[src/verilog/oscp_defines.vh]
`ifndef OSCP_DEFINES_VH
`define OSCP_DEFINES_VH
// ***********************************************************
// register byte offsets
// ***********************************************************
`define OSCP_OFS_OSC_CTRL 4'h0
`define OSCP_OFS_CLK_DIV 4'h4
`define OSCP_OFS_PLL_FBD 4'h8
`define OSCP_OFS_RC_TUNE 4'hc
// ***********************************************************
// unlock keys, written to the key register before each oscillator control write
// ***********************************************************
`define OSCP_OFS_KEY 8'h10
`define OSCP_KEY1 16'h0046
`define OSCP_KEY2 16'h0057
// ***********************************************************
// oscillator control field positions
// ***********************************************************
`define OSCP_CUR_LSB 12
`define OSCP_NXT_LSB 8
`define OSCP_SRC_LOCK_BIT 7
`define OSCP_PIN_LOCK_BIT 6
`define OSCP_PLL_LOCK_BIT 5
`define OSCP_FAIL_BIT 3
`define OSCP_SEC_EN_BIT 1
`define OSCP_SW_REQ_BIT 0
// ***********************************************************
// reset values, masks, source and monitor encodings
// ***********************************************************
`define OSCP_CLK_DIV_RST 16'h3040
`define OSCP_CLK_DIV_MASK 16'hffdf
`define OSCP_PLL_FBD_RST 9'h030
`define OSCP_RC_TUNE_RST 6'h00
`define OSCP_SRC_FRC 3'h0
`define OSCP_SRC_FRC_PLL 3'h1
`define OSCP_SRC_PRI_PLL 3'h3
`define OSCP_MON_SWITCH_ONLY 2'h1
// ***********************************************************
// timing: new clock cycles before changeover
// ***********************************************************
`define OSCP_SWITCH_WAIT 4'ha
`endif

[src/verilog/oscp_top.v]
// Functional notes
// RQ1 - read-only current source, eight encodings
// RQ2 - writable next source, same encoding
// RQ3 - software avoids direct pll-to-pll switch
// RQ4 - source lock blocks switching when monitor off
// RQ5 - pin select lock rejects pin writes
// RQ6 - pll lock status bit read-only
// RQ7 - hardware sets fail flag, software clears
// RQ8 - secondary oscillator enable bit
// RQ9 - switch request cleared when complete
// RQ10 - control writes need unlock sequence
// RQ11 - registers reset only on power-on
// RQ12 - interrupt clears reduction enable if recover
// RQ13 - core reduction divides by power two
// RQ14 - reduction disabled forces ratio 1:1
// RQ15 - rc postscale, code seven divides 256
// RQ16 - vco post divider 2/4/8, 10 reserved
// RQ17 - prescale divides by value plus two
// RQ18 - feedback multiplier value plus two
// RQ19 - six bit signed rc trim
// RQ20 - unimplemented bits read zero
// RQ21 - next source loaded from config at reset
// RQ22 - redundant switch request aborted
// RQ23 - wait ten new clocks then change over
// RQ24 - fail flag stays until written zero
`timescale 1ns/1ps
`include "oscp_defines.vh"
module oscp_top
(
  // clock, power-on reset, clock enable
  input wire i_ref_clk,
  input wire i_nrst,
  input wire i_clk_en,
  // wishbone classic slave
  input wire i_wb_cyc,
  input wire i_wb_stb,
  input wire i_wb_we,
  input wire [7:0] i_wb_adr,
  input wire [3:0] i_wb_sel,
  input wire [31:0] i_wb_dat,
  output reg [31:0] o_wb_dat,
  output reg o_wb_ack,
  // configuration settings
  input wire [2:0] i_cfg_src,
  input wire [1:0] i_cfg_monitor,
  // oscillator side events, from other domains
  input wire i_pll_locked,
  input wire i_clk_fail,
  input wire i_new_clk_tick,
  input wire i_irq,
  // outputs to the clock tree
  output reg [2:0] o_cur_src,
  output reg o_sec_osc_en,
  output reg o_pin_lock,
  output reg [7:0] o_core_div,
  output reg [8:0] o_rc_div,
  output reg [3:0] o_vco_div,
  output reg [5:0] o_pre_div,
  output reg [9:0] o_fb_mult,
  output reg [5:0] o_rc_trim
);
  // ***********************************************************
  // input synchronisers
  // ***********************************************************
  reg [3:0] sync1_q;
  reg [3:0] sync2_q;
  reg tick_d1_q;
  wire pll_lk = sync2_q[0];
  wire fail_s = sync2_q[1];
  wire irq_s = sync2_q[3];
  // edge of the new-clock tick, only from second stage
  wire tick_rise = sync2_q[2] & ~tick_d1_q;
  // two flops on every foreign input
  always @(posedge i_ref_clk)
  begin
    if (!i_nrst)
    begin
      sync1_q <= 4'h0;
      sync2_q <= 4'h0;
      tick_d1_q <= 1'b0;
    end
    else if (i_clk_en)
    begin
      sync1_q <= {i_irq, i_new_clk_tick, i_clk_fail, i_pll_locked};
      sync2_q <= sync1_q;
      tick_d1_q <= sync2_q[2];
    end
  end
  // ***********************************************************
  // registers
  // ***********************************************************
  reg [2:0] cur_q;
  reg [2:0] nxt_q;
  reg src_lock_q;
  reg pin_lock_q;
  reg fail_q;
  reg sec_en_q;
  reg req_q;
  reg [15:0] div_q;
  reg [8:0] fbd_q;
  reg [5:0] tun_q;
  reg [1:0] key_q;
  reg [3:0] wait_q;
  reg cfg_ld_q;
  // ***********************************************************
  // bus decode
  // ***********************************************************
  wire wb_req = i_wb_cyc & i_wb_stb & ~o_wb_ack;
  wire wr = wb_req & i_wb_we & i_clk_en;
  wire lo_b = i_wb_sel[0];
  wire hi_b = i_wb_sel[1];
  wire wr_key = wr && (i_wb_adr == `OSCP_OFS_KEY);
  // RQ10 unlock gating
  wire wr_osc = wr && (i_wb_adr == {4'h0, `OSCP_OFS_OSC_CTRL}) &&
                key_q[1];
  wire wr_div = wr && (i_wb_adr == {4'h0, `OSCP_OFS_CLK_DIV});
  wire wr_fbd = wr && (i_wb_adr == {4'h0, `OSCP_OFS_PLL_FBD});
  wire wr_tun = wr && (i_wb_adr == {4'h0, `OSCP_OFS_RC_TUNE});
  // RQ4 lock only applies with switching on, monitor off
  // the lock value written alongside the request decides, so that
  // one write can both release the lock and start a switch
  wire sw_blocked = i_wb_dat[`OSCP_SRC_LOCK_BIT] &&
                    (i_cfg_monitor == `OSCP_MON_SWITCH_ONLY);
  // unlock key state: two keys in a row arm one write
  always @(posedge i_ref_clk)
  begin
    if (!i_nrst)
      key_q <= 2'h0;
    else if (wr_key && key_q == 2'h0 &&
             i_wb_dat[15:0] == `OSCP_KEY1)
      key_q <= 2'h1;
    else if (wr_key && key_q == 2'h1 &&
             i_wb_dat[15:0] == `OSCP_KEY2)
      key_q <= 2'h2;
    else if (wr)
      key_q <= 2'h0;
  end
  // ***********************************************************
  // oscillator control and switch sequence
  // ***********************************************************
  always @(posedge i_ref_clk)
  begin
    // RQ11 only reset input is power-on
    if (!i_nrst)
    begin
      cur_q <= `OSCP_SRC_FRC;
      nxt_q <= `OSCP_SRC_FRC;
      src_lock_q <= 1'b0;
      pin_lock_q <= 1'b0;
      fail_q <= 1'b0;
      sec_en_q <= 1'b0;
      req_q <= 1'b0;
      wait_q <= 4'h0;
      cfg_ld_q <= 1'b1;
    end
    else if (i_clk_en)
    begin
      // RQ21 strap captured after release
      if (cfg_ld_q)
      begin
        cur_q <= i_cfg_src;
        nxt_q <= i_cfg_src;
        cfg_ld_q <= 1'b0;
      end
      if (wr_osc && hi_b)
        // RQ2 next source write
        nxt_q <= i_wb_dat[`OSCP_NXT_LSB+2:`OSCP_NXT_LSB];
      if (wr_osc && lo_b)
      begin
        src_lock_q <= i_wb_dat[`OSCP_SRC_LOCK_BIT];
        pin_lock_q <= i_wb_dat[`OSCP_PIN_LOCK_BIT];
        // RQ8 secondary enable
        sec_en_q <= i_wb_dat[`OSCP_SEC_EN_BIT];
        if (i_wb_dat[`OSCP_SW_REQ_BIT] && !sw_blocked && !req_q)
        begin
          req_q <= 1'b1;
          wait_q <= 4'h0;
        end
      end
      // RQ7 fail flag, RQ24 set wins over clear, write one keeps
      if (fail_s)
        fail_q <= 1'b1;
      else if (wr_osc && lo_b && !i_wb_dat[`OSCP_FAIL_BIT])
        fail_q <= 1'b0;
      if (req_q && !cfg_ld_q)
      begin
        // RQ22 redundant switch aborted
        if (nxt_q == cur_q)
          req_q <= 1'b0;
        // RQ3 switch sequence waits for pll lock on pll targets
        else if ((nxt_q == `OSCP_SRC_PRI_PLL ||
                  nxt_q == `OSCP_SRC_FRC_PLL) && !pll_lk)
          wait_q <= 4'h0;
        else if (tick_rise)
        begin
          // RQ23 ten new clock ticks then change over
          if (wait_q == `OSCP_SWITCH_WAIT - 4'h1)
          begin
            cur_q <= nxt_q;
            // RQ9 report completion
            req_q <= 1'b0;
          end
          else
            wait_q <= wait_q + 4'h1;
        end
      end
    end
  end
  // ***********************************************************
  // divisor, feedback and trim registers
  // ***********************************************************
  always @(posedge i_ref_clk)
  begin
    if (!i_nrst)
    begin
      div_q <= `OSCP_CLK_DIV_RST;
      fbd_q <= `OSCP_PLL_FBD_RST;
      tun_q <= `OSCP_RC_TUNE_RST;
    end
    else if (i_clk_en)
    begin
      // RQ20 unimplemented bits dropped on write
      if (wr_div && lo_b)
        div_q[7:0] <= {i_wb_dat[7:6], 1'b0, i_wb_dat[4:0]};
      if (wr_div && hi_b)
        div_q[15:8] <= i_wb_dat[15:8];
      // RQ12 interrupt recovers full speed, after any write
      if (div_q[15] && irq_s)
        div_q[11] <= 1'b0;
      if (wr_fbd && lo_b)
        fbd_q[7:0] <= i_wb_dat[7:0];
      if (wr_fbd && hi_b)
        fbd_q[8] <= i_wb_dat[8];
      // RQ19 signed trim stored
      if (wr_tun && lo_b)
        tun_q <= i_wb_dat[5:0];
    end
  end
  // ***********************************************************
  // read mux and ack
  // ***********************************************************
  reg [31:0] rd_d;
  always @*
  begin
    rd_d = 32'h0;
    // RQ1 current source, RQ6 pll lock, RQ20 zeros elsewhere
    if (i_wb_adr == {4'h0, `OSCP_OFS_OSC_CTRL})
      rd_d = {16'h0, 1'b0, cur_q, 1'b0, nxt_q, src_lock_q, pin_lock_q,
              pll_lk, 1'b0, fail_q, 1'b0, sec_en_q, req_q};
    else if (i_wb_adr == {4'h0, `OSCP_OFS_CLK_DIV})
      rd_d = {16'h0, div_q};
    else if (i_wb_adr == {4'h0, `OSCP_OFS_PLL_FBD})
      rd_d = {23'h0, fbd_q};
    else if (i_wb_adr == {4'h0, `OSCP_OFS_RC_TUNE})
      rd_d = {26'h0, tun_q};
  end
  // one wait state free answer: ack one cycle after request
  always @(posedge i_ref_clk)
  begin
    if (!i_nrst)
    begin
      o_wb_ack <= 1'b0;
      o_wb_dat <= 32'h0;
    end
    else if (i_clk_en)
    begin
      o_wb_ack <= wb_req;
      if (wb_req && !i_wb_we)
        o_wb_dat <= rd_d;
    end
  end
  // ***********************************************************
  // decoded clock tree controls
  // ***********************************************************
  always @(posedge i_ref_clk)
  begin
    if (!i_nrst)
    begin
      o_cur_src <= 3'h0;
      o_sec_osc_en <= 1'b0;
      o_pin_lock <= 1'b0;
      o_core_div <= 8'h1;
      o_rc_div <= 9'h1;
      o_vco_div <= 4'h2;
      o_pre_div <= 6'h2;
      o_fb_mult <= 10'h2;
      o_rc_trim <= 6'h0;
    end
    else if (i_clk_en)
    begin
      o_cur_src <= cur_q;
      o_sec_osc_en <= sec_en_q;
      // RQ5 pin select write blocker
      o_pin_lock <= pin_lock_q;
      // RQ13 power of two, RQ14 forced 1:1 when disabled
      o_core_div <= div_q[11] ? (8'h1 << div_q[14:12]) : 8'h1;
      // RQ15 postscale, seven means 256
      o_rc_div <= (div_q[10:8] == 3'h7) ? 9'h100 :
                  (9'h1 << div_q[10:8]);
      // RQ16 reserved code kept at last legal divide
      if (div_q[7:6] != 2'h2)
        o_vco_div <= (div_q[7:6] == 2'h3) ? 4'h8 :
                     (div_q[6] ? 4'h4 : 4'h2);
      // RQ17 prescale plus two
      o_pre_div <= {1'b0, div_q[4:0]} + 6'h2;
      // RQ18 multiplier plus two
      o_fb_mult <= {1'b0, fbd_q} + 10'h2;
      o_rc_trim <= tun_q;
    end
  end
endmodule // oscp_top

[config.mk]
export PLATFORM = sky130hd
export DESIGN_NAME = oscp_top
export DESIGN_NICKNAME = d
export VERILOG_FILES = /design/src/verilog/oscp_top.v
export VERILOG_INCLUDE_DIRS = /design/src /design/src/verilog
export SDC_FILE = /design/constraint.sdc
export NUM_CORES = 1
export LEC_CHECK = 0
export BUFFER_PORTS_ARGS = -buffer_cell sky130_fd_sc_hd__buf_2
export CAP_MARGIN = 20
export CORE_MARGIN = 1.5
export CORE_UTILIZATION = 57
export CTS_BUF_LIST = sky130_fd_sc_hd__clkbuf_16
export DETAILED_ROUTE_END_ITERATION = 7
export PLACE_DENSITY = 0.81
export SETUP_SLACK_MARGIN = 0.3
export SYNTH_ARGS = -nofsm -noshare
export SYNTH_HDL_FRONTEND = slang
export SYNTH_SLANG_ARGS = --single-unit
export TNS_END_PERCENT = 20
[constraint.sdc]
create_clock -name i_ref_clk -period 5.39 [get_ports i_ref_clk]
set_clock_uncertainty 0.1 [all_clocks]
set_input_delay 0.2695 -clock i_ref_clk [delete_from_list [all_inputs] [get_ports i_ref_clk]]
set_output_delay 0.2695 -clock i_ref_clk [all_outputs]
set_load 0.1 [all_outputs]
==> flow_summary.ini, run 1 <==
[outcome]
outcome = completed

[worst_setup_path]
cpMostUsedCell = or3_1
start_kind = input pin
slowest_stage = or3_1
reg2reg_slack_ns = 2.96
crit_path_end_kind = flop
worstPathCellList = buf_2, inv_2, or3_1, or3_1, o211a_1, o31a_1
worstPathRequired_ns = 5.59
max_stage_delay_ns = 0.69
crit_fanout = 29
critPathKind = in2reg
arrival_ns = 2.84

[logic_synthesis]
synth_warnings = 0
synth_top_area_cell = dfxtp_1
synth-edff-count = 0
postSynthAreaPerCell_um2 = 9.10
synth_area_um2 = 5540
ys_seq_area_share_pct = 43.4
yosysUniqueCellTypes = 54
netlist_instances = 608
ys_ff_latch = 120
ys_top_cells_by_area = dfxtp_1 43%, mux2i_1 8.5%, nor2b_1 6.3%, nand2_1 3.9%, a21boi_0 3.8%
async_reset_ff_share_pct = 0
netlist.area_leader.share_pct = 43.4
synthFlopType = dfxtp_1

[sta]
post-route-period-util_pct = 49.0
fin_hold_ws_ns = 0.0268
hold_violations = 0
setup_viol = 0
rsz0062_at_grt = no
setup_tns_ns = 0
drv_slew = 0
min_period_ns = 2.64
worst_pin_slew_ns = 0.877
slew_headroom_pct = 41.4
finalWorstSetupSlack_ns = 2.75
fmax_mhz = 378

[placement]
place_area_um2 = 6020
hpwl_mm = 9.51
place_ws_ns = 2.35
placed_cells = 805
port_buffers = 103
gp_congestion = 0.907

[clocking]
clock-root-buffer = clkbuf_16
post_cts_resized = 0
cts_tree = built
clkTransAtPathRegs_ns = 0.05
clk_latency_ns = 0.41
cts_max_level = 4
cts_num_sinks = 120
clock_path_buffers = 2
cts_made_buffers = 17

[routing]
routed_wl_mm = 14.0
vias_per_cell = 5.78
drtPass1Iterations = 7
drt_iter0_drc = 213
post-route-drc-count = 0
via_count = 4839
wl_per_cell_um = 16.8
antenna_left = 0

[power]
power_mw = 2.38
internal_power_mw = 1.77
sw_frac_of_total_pct = 25.4
clockPowerShare_pct = 52.0
sequentialPowerShare_pct = 38.5
power.density_nw_per_um2 = 356
p_comb_share_pct = 9.5
switching_power_mw = 0.603
leakagePower_nw = 2.73
peakVddDrop_uv = 239

[layout]
drive_above_1_share_pct = 20.8
layout.nets = 759
num_antenna_cells = 0
instances_no_fill = 837
mostFrequentLayoutCell = dfxtp_1
final_core_util_pct = 71.6
areaGrowthSynthToFinish_pct = 20.6
final_cell_mix = 120 x dfxtp_1, 103 x buf_2, 58 x nand2_1
final_area_um2 = 6680

[floorplan]
rows = 35
core_area_um2 = 9330
initial_utilization_pct = 59.3
dieHeight_um = 102
num_io_pins = 140
die_w_um = 102
die_area_um2 = 10300

[global_route]
grt_first_pass_wirelength_mm = 22.2
overflow = 0
grt_max_degree = 85
grt_use_total_pct = 27.8
antenna_found_initial = 0
grt_pass1_vias = 4583

[worst_hold_path]
min_path_type = in2reg

[job]
cap_violations = 0
## power by group through the flow
stage	Clock (mW)	Combinational, mW	Sequential, mW
floorplan	0	0.138	0.978
global placement	0	0.218	0.932
detailed placement	0	0.221	0.933
CTS	1.25	0.225	0.914
global route	1.29	0.237	0.915
finish	1.24	0.226	0.914
## sequential cells by signal, indices dropped and copies added, names as in the netlist, 2 cells and up
name        count
o_rc_trim       6
o_vco_div       3
sync2_q         4
div_q          15
o_wb_dat       16
o_core_div      8
nxt_q           3
o_rc_div        8
cur_q           3
fbd_q           9
o_pre_div       6
key_q           2
wait_q          4
sync1_q         4
o_fb_mult      10
o_cur_src       3
tun_q           6
## cell families after synthesis
kind of cell               after synthesis  synth area share (%)
adders and majority gates                4                 0.904
other                                    1                0.0677
DFF                                    120                  43.4
muxes                                   47                  8.50
and+or+nand+nor                        235                  23.9
xor gates and xnor gates                12                  1.90
AOI/OAI and AO/OA                      124                  15.7
buffers and inverters                   65                  5.63
## synthesized netlist by cell type (6+ instances only)
cell	n
dfxtp_1	120
nand2_1	58
nor2b_1	56
mux2i_1	47
clkbuf_1	36
nor2_1	32
a21boi_0	28
o21ai_0	23
a21oi_1	21
nand3_1	20
buf_4	18
o211a_1	12
inv_1	10
xor2_1	10
a22oi_1	9
nor4b_1	9
and2_1	7
nand3b_1	6
nand4_1	6
nand4b_1	6
o211ai_1	6
or3_1	6
## critical path: cells and delay by family
kind	cells	cell delay, ns
AO/OA/AOI/OAI	2	0.43
buffers and inverters	2	0.92
AND/OR/NAND/NOR	2	1.20
## cell type report
class,instances,area (µm²)
multi-input combinational,440,2890
fill,719,2650
sequential,120,2400
timing repair buffer,106,541
clock buffer,17,425
clock inverter,14,221
tap,129,161
inverter,11,41.3
## timing repair
action / in CTS / in global routing
hold endpoints to repair: 1 / 0
buffers inserted: 0 / 0
hold buffers: 1 / 0
## per-layer routing
layer	part of all wire [%]	up-vias	wire length [µm]	track usage, %
li1	-	2289	-	-
met1	42	2314	5940	33.5
met2	48	193	6780	46.4
met3	6.6	43	922	7.66
met4	2.8	0	392	12.2
met5	0	-	0	0
## path summary, 6_finish.rpt
check / start / to / cells after the start
worst max-delay path: i_clk_en / wait_q[3]$_SDFFE_PN0P_ / 6
worst min-delay path: i_clk_fail / sync1_q[1]$_SDFFE_PN0P_ / 3
worst max register to register: o_wb_ack$_SDFFE_PN0P_ / o_wb_dat[3]$_SDFFE_PN0P_ / 5
worst min register to register: o_wb_dat[4]$_SDFFE_PN0P_ / o_wb_dat[4]$_SDFFE_PN0P_ / 2
(Power assumes the default switching activity.)
==> inputs of run 2 (changes only) <==
- ABC_AREA: unset -> 1
- CORE_UTILIZATION: 57 -> 53
- PLACE_DENSITY: 0.81 -> 0.76
- clock period: 5.39 -> 2.6 ns (I/O delays scaled with it)
==> run 2 against run 1 <==
Against the previous run:
- the flow now finishes with violations (negative hold slack)
- sequential power increased by 110%
- register-to-register slack worse by 2.3 ns
- sequential cell count unchanged
- die area up 6.7%
- total power is 110% higher
- global-route usage fell by 0.65 points
- critical endpoint is now o_wb_dat[1]$_SDFFE_PN0P_
- largest cell class unchanged
==> flow_summary.ini, run 2 <==
[routing]
drt_iter0_drc = 361
routed_wl_mm = 14.9
post-route-drc-count = 0
wl_per_cell_um = 14.4
top_layer_used = met4
drtPass1Iterations = 6
antenna_left = 0
wl_met2_mm = 7.15
vias_per_cell = 5.35
wirelength_met1_mm = 6.20
met3RoutedLength_mm = 1.15
via_count = 5527

[layout]
reg.largest.list = o_wb_dat (16), div_q (15), o_fb_mult (10)
num_antenna_cells = 0
layout.nets = 948
mostFrequentLayoutCell = nand2_1
fill_cells = 845
final_cell_mix = 130 x nand2_1, 120 x dfxtp_1, 105 x nor2_1
drive_above_1_share_pct = 18.8
top_register = o_wb_dat
largest_reg_flops = 16
areaGrowthSynthToFinish_pct = 24.6

[logic_synthesis]
async_reset_ff_share_pct = 0
ys_ff_latch = 120
yosys.area_share.simple_pct = 25.4
ys_seq_area_share_pct = 43.6
synth_compound_area_share_pct = 17.7
netlist.area_leader.share_pct = 43.6
synthXorXnorAreaFrac_pct = 1.43
postSynthAreaPerCell_um2 = 7.19
synth-edff-count = 0
synth_warnings = 0
synthTopCellsByCount = 130 x nand2_1, 120 x dfxtp_1, 105 x nor2_1
synth.area.mux_share_pct = 0
ys_top_cells_by_area = dfxtp_1 44%, nand2_1 8.9%, nor2_1 7.2%, o21ai_0 6.5%, a21oi_1 6.3%
synth_top_area_cell = dfxtp_1
synthFlopType = dfxtp_1
synth_area_um2 = 5500
synth_adder_area_share_pct = 0.909
synth.most_common_cell = nand2_1
yosysUniqueCellTypes = 39
synth_top_family_by_area = simple AND/OR/NAND/NOR gates
netlist_instances = 766

[job]
cap_violations = 0

[sta]
finalWorstSetupSlack_ns = 0.645
slew_headroom_pct = 56.2
drv_slew = 0
hold_violations = 1
fin_hold_ws_ns = -0.00265
min_period_ns = 1.96
post-route-period-util_pct = 75.2
worst_pin_slew_ns = 0.655
rsz0062_at_grt = no
setup_tns_ns = 0
setup_viol = 0
fmax_mhz = 511

[clocking]
clock_path_buffers = 2
clkTransAtPathRegs_ns = 0.06
post-cts-setup-buffers = 0
post_cts_resized = 0
cts_made_buffers = 17
cts_max_level = 4
clk_latency_ns = 0.42
cts_num_sinks = 120
ctsHoldBuffers = 24
cts_tree = built
clock-root-buffer = clkbuf_16

[placement]
place_ws_ns = 0.700
gp_congestion = 0.902
port_buffers = 103
hpwl_mm = 10.1

[outcome]
outcome = complete, but fails checks
violations = negative hold slack

[global_route]
grt_use_total_pct = 27.1
overflow = 0
grt_pass1_vias = 5109
grt_first_pass_wirelength_mm = 23.9
antenna_found_initial = 0
grt_max_degree = 65

[floorplan]
dieHeight_um = 105
rows = 37
die_area_um2 = 11000
num_io_pins = 140
die_w_um = 105
initial_utilization_pct = 54.0
core_area_um2 = 10200

[worst_setup_path]
worstPathRequired_ns = 2.84
critPathKind = reg2reg
start_kind = flop
crit_path_end_kind = flop
arrival_ns = 2.20
crit_fanout = 17
reg2regPathDepth = 9

[power]
peakVddDrop_uv = 407
power.density_nw_per_um2 = 717
leakagePower_nw = 3.22

[worst_hold_path]
min_path_cells = 5
min_path_type = in2reg
-- run 2: cell types whose count changed after synthesis, sizes merged, moves of 9 or more --
cell	change
o21ai	+56
a21oi	+49
nor2b	-56
nor2	+79
a21boi	-29
mux2i	-47
o211a	-12
inv	+72
nand2	+75
buf	+11
nand3	+24
clkbuf	-13
nor4b	-9
-- run 2: path summary, 6_finish.rpt --
kind	from	end	slack, ns
max	o_wb_ack$_SDFFE_PN0P_	o_wb_dat[1]$_SDFFE_PN0P_	0.64
min	i_wb_adr[4]	key_q[0]$_SDFFE_PN0P_	-0.003
max reg2reg	o_wb_ack$_SDFFE_PN0P_	o_wb_dat[1]$_SDFFE_PN0P_	0.64
min reg2reg	o_core_div[3]$_SDFFE_PN0P_	o_core_div[3]$_SDFFE_PN0P_	0.36
-- run 2: cell type report --
type	count	area, µm²	share of cell area (%)
sequential	120	2400	35.0
multi-input combinational	527	2570	37.5
tap	136	170	2.48
timing repair buffer	135	816	11.9
clock inverter	15	159	2.32
inverter	84	315	4.60
clock buffer	17	425	6.20
-- run 2: kinds of logic after synthesis --
logic type | count (synthesis)
AO/OA/AOI/OAI | 180
XOR/XNOR | 9
adder cells (fa/ha/maj) | 4
buffers and inverters | 136
flip-flops | 120
other | 1
AND/OR/NAND/NOR | 316
-- run 2: stage by stage --
stage | hold WS [ns] | utilization, % | cell area (µm²) | total power [mW] | std cells
3_3_place_gp | 0.258 | 59.3 | 6040 | 2.57 | 978
2_1_floorplan | 0.156 | - | 5570 | 2.47 | 783
5_1_grt | 0.0465 | 67.4 | 6860 | 5.05 | 1034
3_5_place_dp | 0.263 | 59.3 | 6040 | 2.57 | 978
4_1_cts | 0.000358 | 67.4 | 6860 | 4.92 | 1034
6_report | -0.00265 | 67.4 | 6860 | 4.92 | 1034
-- run 2: routing by layer --
metal / vias to the layer above / track usage (%)
met5: - / 0
met4: 0 / 12.4
met3: 42 / 5.12
met2: 248 / 46.1
met1: 2524 / 33.1
li1: 2713 / -
-- run 2: where the power goes --
group	switching (mW)	total [mW]	internal, mW	leakage [nW]
Sequential	0.0302	1.92	1.89	0.977
Clock	0.990	2.35	1.36	0.280
Combinational	0.521	0.651	0.130	1.97
Total	1.54	4.92	3.38	3.22
-- run 2: worst max-delay path: stages (launching register included) --
cell	delay [ns]
dfxtp_1	0.34
nor2_4	0.15
nand2_2	0.09
nor2_4	0.32
inv_2	0.25
nor2_4	0.20
inv_2	0.09
a21oi_1	0.12
nand2_1	0.06
a21oi_1	0.14
==> inputs of run 3 (changes only) <==
- ABC_AREA: 1 -> 0
- clock period: 2.6 -> 1.9 ns (I/O delays scaled with it)
==> run 3 against run 2 <==
Against the previous run:
- the run now ends clean
- core utilization grew 4.7 points
- non-clock buffer count grew 28
- wire length grew 6.5%
- die area grew 0.55%
- setup slack lost 0.53 ns
- clock-buffer cell count is the same
- critical path type unchanged
- critical path depth shrank 4
- total power grew 34%
==> flow_summary.ini, run 3 (synthesis gave the netlist of run 1 again) <==
[routing]
drt_iter0_drc = 269
post-route-drc-count = 0
wl_per_cell_um = 17.5
routed_wl_mm = 15.8
drtPass1Iterations = 5
vias_per_cell = 5.72
via_count = 5161
antenna_left = 0

[layout]
top_register = o_wb_dat
final_cell_mix = 113 x dfxtp_1, 103 x buf_2, 58 x nand2_1
reg.largest.list = o_wb_dat (16), div_q (15), o_fb_mult (10)
num_antenna_cells = 0
drive_above_1_share_pct = 29.1
areaGrowthSynthToFinish_pct = 33.2
mostFrequentLayoutCell = dfxtp_1
layout.nets = 816
largest_reg_flops = 16
instances_no_fill = 902

[global_route]
grt_pass1_vias = 4948
grt_use_total_pct = 28.5
overflow = 0
grt_max_degree = 41
grt_first_pass_wirelength_mm = 24.7
antenna_found_initial = 0

[placement]
place_ws_ns = 0.0167
placed_cells = 840
gp_congestion = 0.870
hpwl_mm = 10.0
port_buffers = 103

[sta]
fin_hold_ws_ns = 0.103
post-route-period-util_pct = 94.0
finalWorstSetupSlack_ns = 0.114
drv_slew = 0
setup_viol = 0
min_period_ns = 1.79
rsz0062_at_grt = yes
hold_violations = 0
fmax_mhz = 560

[worst_hold_path]
min_path_cells = 4
min_path_type = in2reg
holdPathEnd = cur_q[2]$_SDFFE_PN0P_
min_from = i_cfg_src[2]

[floorplan]
rows = 37
num_io_pins = 140
core_area_um2 = 10200
initial_utilization_pct = 54.1
dieHeight_um = 105
die_area_um2 = 11100
die_w_um = 105

[power]
peakVddDrop_uv = 737
leakagePower_nw = 3.03
power_mw = 6.60
power.density_nw_per_um2 = 895

[worst_setup_path]
reg2reg_slack_ns = 0.11
r2r_start = cur_q[1]$_SDFFE_PN0P_
reg2regPathDepth = 5
crit_path_end_kind = flop
crit_fanout = 5
r2r_end = wait_q[2]$_SDFFE_PN0P_
critPathKind = reg2reg
worstPathRequired_ns = 2.14
start_kind = flop
arrival_ns = 2.02

[clocking]
clk_latency_ns = 0.41
clkTransAtPathRegs_ns = 0.06
cts_tree = built
clock_path_buffers = 2
clock-root-buffer = clkbuf_16
cts_num_sinks = 120
cts_max_level = 4
cts_made_buffers = 17

[outcome]
outcome = completed

[job]
cap_violations = 0
## run 3: changes by cell type in the layout (fill, tap and decap cells not counted), sizes merged, moves of 47 or more
cell   change
o21ai     -56
nor2      -79
a21oi     -49
mux2i     +47
nand2     -75
nor2b     +56
inv       -80
## run 3: cell type report
| class | count | area (µm²) |
|---|---|---|
| tap | 136 | 170 |
| fill | 727 | 2860 |
| clock buffer | 17 | 425 |
| clock inverter | 15 | 175 |
| timing repair buffer | 163 | 1060 |
| multi-input combinational | 440 | 3080 |
| sequential | 120 | 2420 |
| inverter | 11 | 43.8 |
## run 3: through the flow
stage,instance area [µm²],utilization (%),TNS (ns)
6_report,7370,72.1,0
5_1_grt,7370,72.1,0
4_1_cts,7240,70.7,0
3_5_place_dp,6260,61.2,0
3_3_place_gp,6260,61.2,0
2_1_floorplan,5660,-,-0.0252
## run 3: repair_timing
item	CTS	global route
gates resized for setup	28	29
pin swaps	9	10
hold buffers	21	0
setup buffers	7	2
setup endpoints to repair	57	61
hold endpoints to repair	41	0
## run 3: where the power goes
part	switching, mW	internal, mW	total (mW)
Combinational	0.532	0.203	0.735
Sequential	0.0406	2.56	2.60
Clock	1.20	2.06	3.27
Total	1.78	4.82	6.60
## run 3: worst max-delay path, cell delays in order, from the launching register on
cell and delay (ns):
dfxtp_1 0.46, xor2_2 0.25, nor3_2 0.11, or3_4 0.43
o211a_1 0.23, a21oi_1 0.13
## run 3: layer usage
| layer | global-route usage [%] | routed length (µm) |
|---|---|---|
| met5 | 0 | 0 |
| met4 | 16.1 | 733 |
| met3 | 6.24 | 992 |
| met2 | 47.9 | 7730 |
| met1 | 33.4 | 6370 |
## run 3: how the worst max path moves through the flow
stage | endpoint | from | slack [ns]
2_1_floorplan | wait_q[1]$_SDFFE_PN0P_ | o_wb_ack$_SDFFE_PN0P_ | -0.02
3_3_place_gp | tun_q[5]$_SDFFE_PN0P_ | o_wb_ack$_SDFFE_PN0P_ | 0.11
3_5_place_dp | tun_q[2]$_SDFFE_PN0P_ | i_wb_adr[5] | 0.02
4_1_cts | wait_q[3]$_SDFFE_PN0P_ | o_wb_ack$_SDFFE_PN0P_ | 0.21
5_1_grt | wait_q[2]$_SDFFE_PN0P_ | wait_q[1]$_SDFFE_PN0P_ | 0.08
6_report | wait_q[2]$_SDFFE_PN0P_ | cur_q[1]$_SDFFE_PN0P_ | 0.11
